`src/design/runtime_settings_cfg.svh`:
```
// Purpose: constants for the run-time settings write decoder
// Assumes: 64-byte command report, bytes delivered one per cycle
// Notes: offsets are byte indices within the report
// Contract
// - reference byte bit 7 set loads bits 2-0 as ADC reference selection
// - level field 11 high, 10 middle, 01 low, 00 reference module off
// - source bit 1 selects internal reference module, 0 selects supply
// - interrupt setup changes only when its bit 7 is one
// - bit 4 set loads rising-edge enable from bit 3
// - bit 2 set loads falling-edge enable from bit 1
// - bit 0 set clears detection flag, else flag kept
// - reconfiguration bit 7 set loads pin zero settings byte
// - pin zero as gpio output drives its output value bit
// - direction bit one input, zero output, only in gpio operation
// - designation 000 gpio, 001 suspend, 010 receive activity, others don't care
// - settings volatile only, lost at reset
`ifndef RUNTIME_SETTINGS_CFG_SVH
`define RUNTIME_SETTINGS_CFG_SVH
`define RPT_LEN          64
`define IDX_ADC_REF      6'h05
`define IDX_INT_SETUP    6'h06
`define IDX_PIN_ALTER    6'h07
`define IDX_PIN_ZERO     6'h08
`define BIT_LOAD         7
`define BIT_POS_MOD      4
`define BIT_POS_VAL      3
`define BIT_NEG_MOD      2
`define BIT_NEG_VAL      1
`define BIT_FLAG_CLR     0
`define BIT_OUT_VAL      4
`define BIT_DIR          3
`define REG_STATUS       4'h0
`define REG_MASK         4'h1
`define REG_SETTINGS     4'h2
`define ST_DONE          0
`define ST_DETECT        1
`define ADC_REF_RST      3'h0
`define PIN_ZERO_RST     8'h08
`define FLD_ADC          0
`define FLD_INT          1
`define FLD_ALTER        2
`define FLD_PIN          3
`define FLD_COUNT        4
`define ADC_LVL_HI       2
`define ADC_LVL_LO       1
`define ADC_SRC          0
`define DES_HI           2
`define DES_LO           0
`endif

```
`src/design/runtime_settings_pkg.sv`:
```
// Purpose: types for the run-time settings write decoder
// Assumes: nothing beyond the header
// Notes: none
package runtime_settings_pkg;
    typedef enum logic [1:0] {LVL_OFF, LVL_LOW, LVL_MID, LVL_HIGH} ref_level_t;
    typedef enum logic [2:0] {
        DES_GPIO, DES_SUSPEND, DES_RX_ACT, DES_R3, DES_R4, DES_R5, DES_R6, DES_R7
    } pin_des_t;
    typedef struct packed {
        logic [7:0] data;
        logic [5:0] index;
        logic       valid;
        logic       last;
    } rpt_byte_t;
    typedef struct packed {
        ref_level_t level;
        logic       use_module;
    } adc_ref_t;
endpackage : runtime_settings_pkg

```
`src/design/runtime_settings_write_decoder.sv`:
```
// Purpose: applies a set-run-time-settings report to volatile configuration
// Assumes: report bytes arrive in order with index; last marks byte 63
// Notes: fields are staged and applied together when the report ends
`timescale 1ns/1ps
`include "runtime_settings_cfg.svh"

module runtime_settings_write_decoder #(
    parameter int unsigned RPT_BYTES = `RPT_LEN
) (
    input  wire logic                            sys_clk,
    input  wire logic                            rst_n,
    input  wire runtime_settings_pkg::rpt_byte_t rpt_in,
    input  wire logic                            abort,
    input  wire logic                            int_in,
    input  wire logic                            suspend_state,
    input  wire logic                            rx_activity,
    input  wire logic [3:0]                      reg_addr,
    input  wire logic [7:0]                      reg_wdata,
    input  wire logic                            reg_wr,
    input  wire logic                            reg_rd,
    output logic [7:0]                           reg_rdata,
    output logic                                 irq,
    output runtime_settings_pkg::ref_level_t     ref_level,
    output logic                                 ref_module_on,
    output logic                                 ref_use_module,
    output logic                                 pin_out,
    output logic                                 pin_oe_n,
    output runtime_settings_pkg::pin_des_t       pin_mode,
    output logic                                 detect_flag
);

    ////////////////////////////////////////////////////////////////////////
    // staging: captured while the report streams in
    logic [7:0] stage_q [`FLD_COUNT];
    logic [7:0] adc_byte_q;
    logic [7:0] int_byte_q;
    logic [7:0] alter_byte_q;
    logic [7:0] pin_byte_q;
    logic       commit;
    logic       last_hit;

    // the index must reach the final byte, which must lie past every staged field
    if (RPT_BYTES > (1 << $bits(rpt_in.index)) || RPT_BYTES <= `IDX_PIN_ZERO + 1) begin : g_len_chk
        $error("report length out of range for the staged fields");
    end

    function automatic logic hit(input logic [5:0] idx, input logic [5:0] want);
        hit = rpt_in.valid && (idx == want);
    endfunction : hit

    // report byte index that feeds each staged field
    function automatic logic [5:0] field_index(input int unsigned fld);
        case (fld)
            `FLD_ADC:   field_index = `IDX_ADC_REF;
            `FLD_INT:   field_index = `IDX_INT_SETUP;
            `FLD_ALTER: field_index = `IDX_PIN_ALTER;
            default:    field_index = `IDX_PIN_ZERO;
        endcase
    endfunction : field_index

    // staged bytes restart at zero per report so missing bytes never load
    for (genvar g = 0; g < `FLD_COUNT; g++) begin : g_stage
        always_ff @(posedge sys_clk or negedge rst_n) begin
            if (!rst_n)
                stage_q[g] <= 8'h00;
            else if (commit || abort)
                stage_q[g] <= 8'h00;
            else if (hit(rpt_in.index, field_index(g)))
                stage_q[g] <= rpt_in.data;
        end
    end

    assign adc_byte_q   = stage_q[`FLD_ADC];
    assign int_byte_q   = stage_q[`FLD_INT];
    assign alter_byte_q = stage_q[`FLD_ALTER];
    assign pin_byte_q   = stage_q[`FLD_PIN];

    // a last flag away from the final index is malformed and never commits
    assign last_hit = hit(rpt_in.index, 6'(RPT_BYTES - 1)) && rpt_in.last;

    // last byte cannot be a staged field, so commit one cycle after it
    logic last_q;
    always_ff @(posedge sys_clk or negedge rst_n) begin
        if (!rst_n)
            last_q <= 1'b0;
        else
            last_q <= last_hit && !abort;
    end
    assign commit = last_q;

    ////////////////////////////////////////////////////////////////////////
    // adc reference
    logic [2:0] adc_ref_q;
    always_ff @(posedge sys_clk or negedge rst_n) begin
        if (!rst_n)
            adc_ref_q <= `ADC_REF_RST;
        else if (commit && adc_byte_q[`BIT_LOAD])
            adc_ref_q <= adc_byte_q[`ADC_LVL_HI:`ADC_SRC];
    end
    logic [1:0] lvl;
    assign lvl            = adc_ref_q[`ADC_LVL_HI:`ADC_LVL_LO];
    assign ref_level      = runtime_settings_pkg::ref_level_t'(lvl);
    assign ref_module_on  = (lvl != 2'h0);
    assign ref_use_module = adc_ref_q[`ADC_SRC];

    ////////////////////////////////////////////////////////////////////////
    // interrupt detection
    logic pos_en_q;
    logic neg_en_q;
    logic int_mod;
    assign int_mod = commit && int_byte_q[`BIT_LOAD];

    always_ff @(posedge sys_clk or negedge rst_n) begin
        if (!rst_n)
            pos_en_q <= 1'b0;
        else if (int_mod && int_byte_q[`BIT_POS_MOD])
            pos_en_q <= int_byte_q[`BIT_POS_VAL];
    end

    always_ff @(posedge sys_clk or negedge rst_n) begin
        if (!rst_n)
            neg_en_q <= 1'b0;
        else if (int_mod && int_byte_q[`BIT_NEG_MOD])
            neg_en_q <= int_byte_q[`BIT_NEG_VAL];
    end

    logic int_prev_q;
    logic edge_hit;
    always_ff @(posedge sys_clk or negedge rst_n) begin
        if (!rst_n)
            int_prev_q <= 1'b0;
        else
            int_prev_q <= int_in;
    end
    assign edge_hit = (pos_en_q && int_in && !int_prev_q)
                   || (neg_en_q && !int_in && int_prev_q);

    // a new edge beats a clear in the same cycle
    logic flag_q;
    always_ff @(posedge sys_clk or negedge rst_n) begin
        if (!rst_n)
            flag_q <= 1'b0;
        else if (edge_hit)
            flag_q <= 1'b1;
        else if (int_mod && int_byte_q[`BIT_FLAG_CLR])
            flag_q <= 1'b0;
    end
    assign detect_flag = flag_q;

    ////////////////////////////////////////////////////////////////////////
    // general pin zero
    logic [7:0] pin_cfg_q;
    always_ff @(posedge sys_clk or negedge rst_n) begin
        if (!rst_n)
            pin_cfg_q <= `PIN_ZERO_RST;
        else if (commit && alter_byte_q[`BIT_LOAD])
            pin_cfg_q <= pin_byte_q;
    end

    logic gpio_mode;
    assign pin_mode  = runtime_settings_pkg::pin_des_t'(pin_cfg_q[`DES_HI:`DES_LO]);
    assign gpio_mode = (pin_mode == runtime_settings_pkg::DES_GPIO);

    // codes above 010 are don't care; the pin is left undriven for them
    logic pout_d;
    logic poe_n_d;
    always_comb begin
        pout_d  = 1'b0;
        poe_n_d = 1'b1;
        unique case (pin_mode)
            runtime_settings_pkg::DES_GPIO: begin
                poe_n_d = pin_cfg_q[`BIT_DIR];
                pout_d  = pin_cfg_q[`BIT_OUT_VAL];
            end
            runtime_settings_pkg::DES_SUSPEND: begin
                poe_n_d = 1'b0;
                pout_d  = suspend_state;
            end
            runtime_settings_pkg::DES_RX_ACT: begin
                poe_n_d = 1'b0;
                pout_d  = rx_activity;
            end
            default: begin
                poe_n_d = 1'b1;
                pout_d  = 1'b0;
            end
        endcase
    end

    always_ff @(posedge sys_clk or negedge rst_n) begin
        if (!rst_n) begin
            pin_out  <= 1'b0;
            pin_oe_n <= 1'b1;
        end else begin
            pin_out  <= pout_d;
            pin_oe_n <= poe_n_d;
        end
    end

    ////////////////////////////////////////////////////////////////////////
    // status, mask and read port
    logic [1:0] status_q;
    logic [1:0] mask_q;
    logic [1:0] events;
    always_comb begin
        events              = 2'h0;
        events[`ST_DONE]    = commit;
        events[`ST_DETECT]  = edge_hit;
    end

    function automatic logic reg_write_to(input logic [3:0] addr);
        reg_write_to = reg_wr && (reg_addr == addr);
    endfunction : reg_write_to

    always_ff @(posedge sys_clk or negedge rst_n) begin
        if (!rst_n)
            status_q <= 2'h0;
        else if (reg_write_to(`REG_STATUS))
            status_q <= (status_q & ~reg_wdata[1:0]) | events;
        else
            status_q <= status_q | events;
    end

    always_ff @(posedge sys_clk or negedge rst_n) begin
        if (!rst_n)
            mask_q <= 2'h0;
        else if (reg_write_to(`REG_MASK))
            mask_q <= reg_wdata[1:0];
    end

    assign irq = |(status_q & mask_q);

    always_ff @(posedge sys_clk or negedge rst_n) begin
        if (!rst_n)
            reg_rdata <= 8'h00;
        else if (reg_rd) begin
            unique case (reg_addr)
                `REG_STATUS:   reg_rdata <= {6'h00, status_q};
                `REG_MASK:     reg_rdata <= {6'h00, mask_q};
                `REG_SETTINGS: reg_rdata <= {flag_q, neg_en_q, pos_en_q, 2'h0, adc_ref_q};
                default:       reg_rdata <= 8'h00;
            endcase
        end else
            reg_rdata <= 8'h00;
    end

endmodule : runtime_settings_write_decoder

```
`config.mk`:
```
export PLATFORM = sky130hd
export DESIGN_NAME = runtime_settings_write_decoder
export DESIGN_NICKNAME = d
export VERILOG_FILES = /design/src/design/runtime_settings_pkg.sv /design/src/design/runtime_settings_write_decoder.sv
export VERILOG_INCLUDE_DIRS = /design/src /design/src/design
export SDC_FILE = /design/constraint.sdc
export NUM_CORES = 1
export LEC_CHECK = 0
export ABC_AREA = 1
export BUFFER_PORTS_ARGS = -buffer_cell sky130_fd_sc_hd__clkbuf_2
export CORE_UTILIZATION = 55
export DETAILED_ROUTE_END_ITERATION = 8
export PLACE_DENSITY = 0.82
export SETUP_SLACK_MARGIN = 0.3
export SYNTH_ARGS = -nofsm -noshare
export SYNTH_HDL_FRONTEND = slang
export SYNTH_SLANG_ARGS = --single-unit
```
`constraint.sdc`:
```
create_clock -name sys_clk -period 2.6 [get_ports sys_clk]
set_clock_uncertainty 0.05 [all_clocks]
set_input_delay 0.52 -clock sys_clk [delete_from_list [all_inputs] [get_ports sys_clk]]
set_output_delay 0.52 -clock sys_clk [all_outputs]
set_load 0.02 [all_outputs]
```
==> metrics.md <==
| Metric | Value |
|---|---|
| Routed vias/inst | 4.90 |
| Starting Density | 59.6% |
| Part of the power in registers | 59.4% |
| Largest buffer count on any clock path | 2 |
| Post-route cell area | 2170 um^2 |
| CP endpoint kind | output pin |
| Num Clock Sinks | 41 |
| Layout cell share with drive strength beyond 1 | 25.7% |
| Tmin final | 1770 ps |
| Post-Syn Area per Cell | 8.44 um^2 |
| First-pass GRT wire length | 5760 um |
| Max_cap viols | 0 |
| Comb power frac | 9.8% |
| Width of the die | 60.2 um |
| Filler cell count | 266 |
| Num CTS Buffers | 5 |
| Number of iterations in the first detailed-routing pass | 4 |
| Worst Setup Start Kind | flop |
| Detailed-route wire length | 3380 um |
| Clk Latency, worst-skew pair | 350 ps |
| Crit path DAT | 1200 ps |
| Max Clock Freq | 564 MHz |
| Core Area | 3130 um^2 |
| Avg WL per Cell | 10.8 um |
| Kind of critical path | flop to output pin |
| Leakage power | 1.28 nW |
| Final Max Slew Viols | 0 |
| Largest area contributor in the netlist | dfrtp_1 |
| Top cells by count, synth | 67 x nand2_1, 39 x dfrtp_1, 31 x nand3_1 |
| Antenna diodes | 0 |
| TNS Setup | 0 ps |
| Synth warn | 0 |
| Die Height | 60.2 um |
| Total chip power | 1.15 mW |
| Total GRT Usage | 22.3% |
| Largest net degree at the start of global routing | 42 |
| FP Rows | 20 |
| IO Port Bufs | 44 |
| Gpl congestion | 0.803 |
| Initial antenna violation count | 0 |
| Root Buffer | clkbuf_4 |
| PostCTS Resize Cnt | 0 |
| Hold Crit Class | input port to asynchronous set/reset pin |
| Setup-failing EPs final | 0 |
| Clk pwr share | 30.7% |
| Post-DRT Antenna Nets | 0 |
| Post-synth EDFFs | 0 |
| Async SR Flop Fraction | 100% |
| H-tree levels | 2 |
| Pwr dens | 528 nW/um^2 |
| Fin crit share | 68.1% |
| CP max FO | 4 |
| Drc violations | 0 |
| Cell variety after synth | 20 |
| Grt total ovfl | 0 |
| Worst hold slack | 155 ps |
| RSZ-0062 raised after global routing | no |
| Cts hold-fix bufs | 0 |
| Post-synth top area share | 52.3% |
| Sw Ratio | 24.9% |
| Post-detail-place hpwl | 2470 um |
| Final Net Count | 304 |
| Vias in the first global route | 1351 |
| # IOs | 55 |
| Internal | 861 uW |
| Reg area | 1030 um^2 |
| Total die area | 3630 um^2 |
| Multi-input logic area | 686 um^2 |
| Synth top area cells | dfrtp_1 52%, nand2_1 13%, nand3_1 8.3% |
| Status | complete, no violations |
| Final Hold Viols | 0 |
| Sw power | 286 uW |
| Iter 0 DRT Violations | 94 |
| Post-synthesis sequential area ratio | 55.2% |
| Clock edge transition at the registers on the reported setup and hold paths | 110 ps |
| Detailed-route via count | 1533 |
| Most frequent cell after synthesis | nand2_1 |
| Setup Buffers After CTS | 0 |
| Mapped Cells | 221 |
| Top FF cell, synth | dfrtp_1 |
| Post-synthesis instance area | 1860 um^2 |
| Post-synthesis register bit count | 41 |
| WP data required | 2030 ps |
| P&R area growth vs syn | 16.5% |
| Placement Cell Area | 2100 um^2 |
| Maximum vdd drop | 0.000358 V |
| CTS tree | built |
==> state kept, by name, indices dropped and copies added, names as in the netlist <==
| register | cells |
|---|---|
| neg_en_q | 1 |
| pin_byte_q | 5 |
| pin_oe_n | 1 |
| pin_cfg_q | 5 |
| int_byte_q | 6 |
| int_prev_q | 1 |
| alter_byte_q | 1 |
| status_q | 2 |
| pos_en_q | 1 |
| adc_ref_q | 3 |
| mask_q | 2 |
| adc_byte_q | 4 |
| reg_rdata | 6 |
| pin_out | 1 |
| detect_flag | 1 |
| commit | 1 |
==> metal layers <==
metal  wire [um]  vias up  part of all wire, %  track usage [%]
met3         159        6                  4.7             5.84
met1        1570      696                   47             28.4
li1            -      786                    -                -
met2        1590       45                   47             35.3
met5           0        -                    0                0
met4          51        0                  1.5             10.6
==> placed cells by master, fill, tap and decap left out, drive strengths merged <==
master | netlist | final
nor2 | 27 | 27
dfrtp | 39 | 39
dfstp | 2 | 2
inv | 26 | 26
nor4 | 1 | 1
a21oi | 4 | 4
clkinv | 0 | 1
nand3 | 31 | 31
conb | 1 | 2
mux2 | 7 | 7
nand2 | 68 | 68
or2 | 1 | 1
nor3 | 2 | 2
nand4 | 1 | 1
clkbuf | 0 | 51
o21ai | 3 | 3
buf | 7 | 2
a31o | 1 | 1
==> power groups by stage <==
stage	sequential (mW)	combinational, mW	clock (mW)
floorplan	0.691	0.0627	0
global placement	0.693	0.110	0
detailed placement	0.693	0.114	0
CTS	0.681	0.114	0.365
global route	0.685	0.131	0.392
finish	0.682	0.113	0.352
==> cells by family after synthesis <==
logic type / Yosys count / synth area share (%)
muxes: 7 / 4.23
buffers and inverters: 33 / 8.25
and+or+nand+nor: 131 / 29.8
other: 1 / 0.201
AOI/OAI and AO/OA: 8 / 2.35
DFF: 41 / 55.2
==> worst paths after layout <==
check / start / cells past startpoint / to / slack (ps)
setup reg to reg: commit / 5 / adc_byte_q[1] / 1050
min in group sys_clk: int_in / 1 / int_prev_q / 260
setup / recovery: adc_ref_q[1] / 2 / ref_module_on / 830
max in group asynchronous: rst_n / 2 / pin_cfg_q[3] / 1990
hold / removal: rst_n / 2 / pin_out / 150
hold reg to reg: pin_cfg_q[4] / 2 / pin_out / 450
==> worst max-delay path, cell delays in order (launching register included) <==
cell and delay [ps]:
dfrtp_1 420, or2_2 280, clkbuf_2 150
==> per-stage QoR <==
stage | cells | worst slack [ps] | utilization [%]
final | 313 | 828 | 69.4
after floorplan | 222 | 1220 | -
after CTS | 313 | 810 | 69.4
after global routing | 313 | 756 | 69.4
after detailed placement | 305 | 1010 | 67.2
after global placement | 305 | 1030 | 67.2
==> layout make-up <==
cell class,instances,area share (%)
timing repair buffer,46,10.8
tap,44,2.53
clock inverter,1,0.230
inverter,26,4.49
sequential,41,47.4
multi-input combinational,148,31.6
clock buffer,7,3.00
Power figures use the tool's default switching activity.
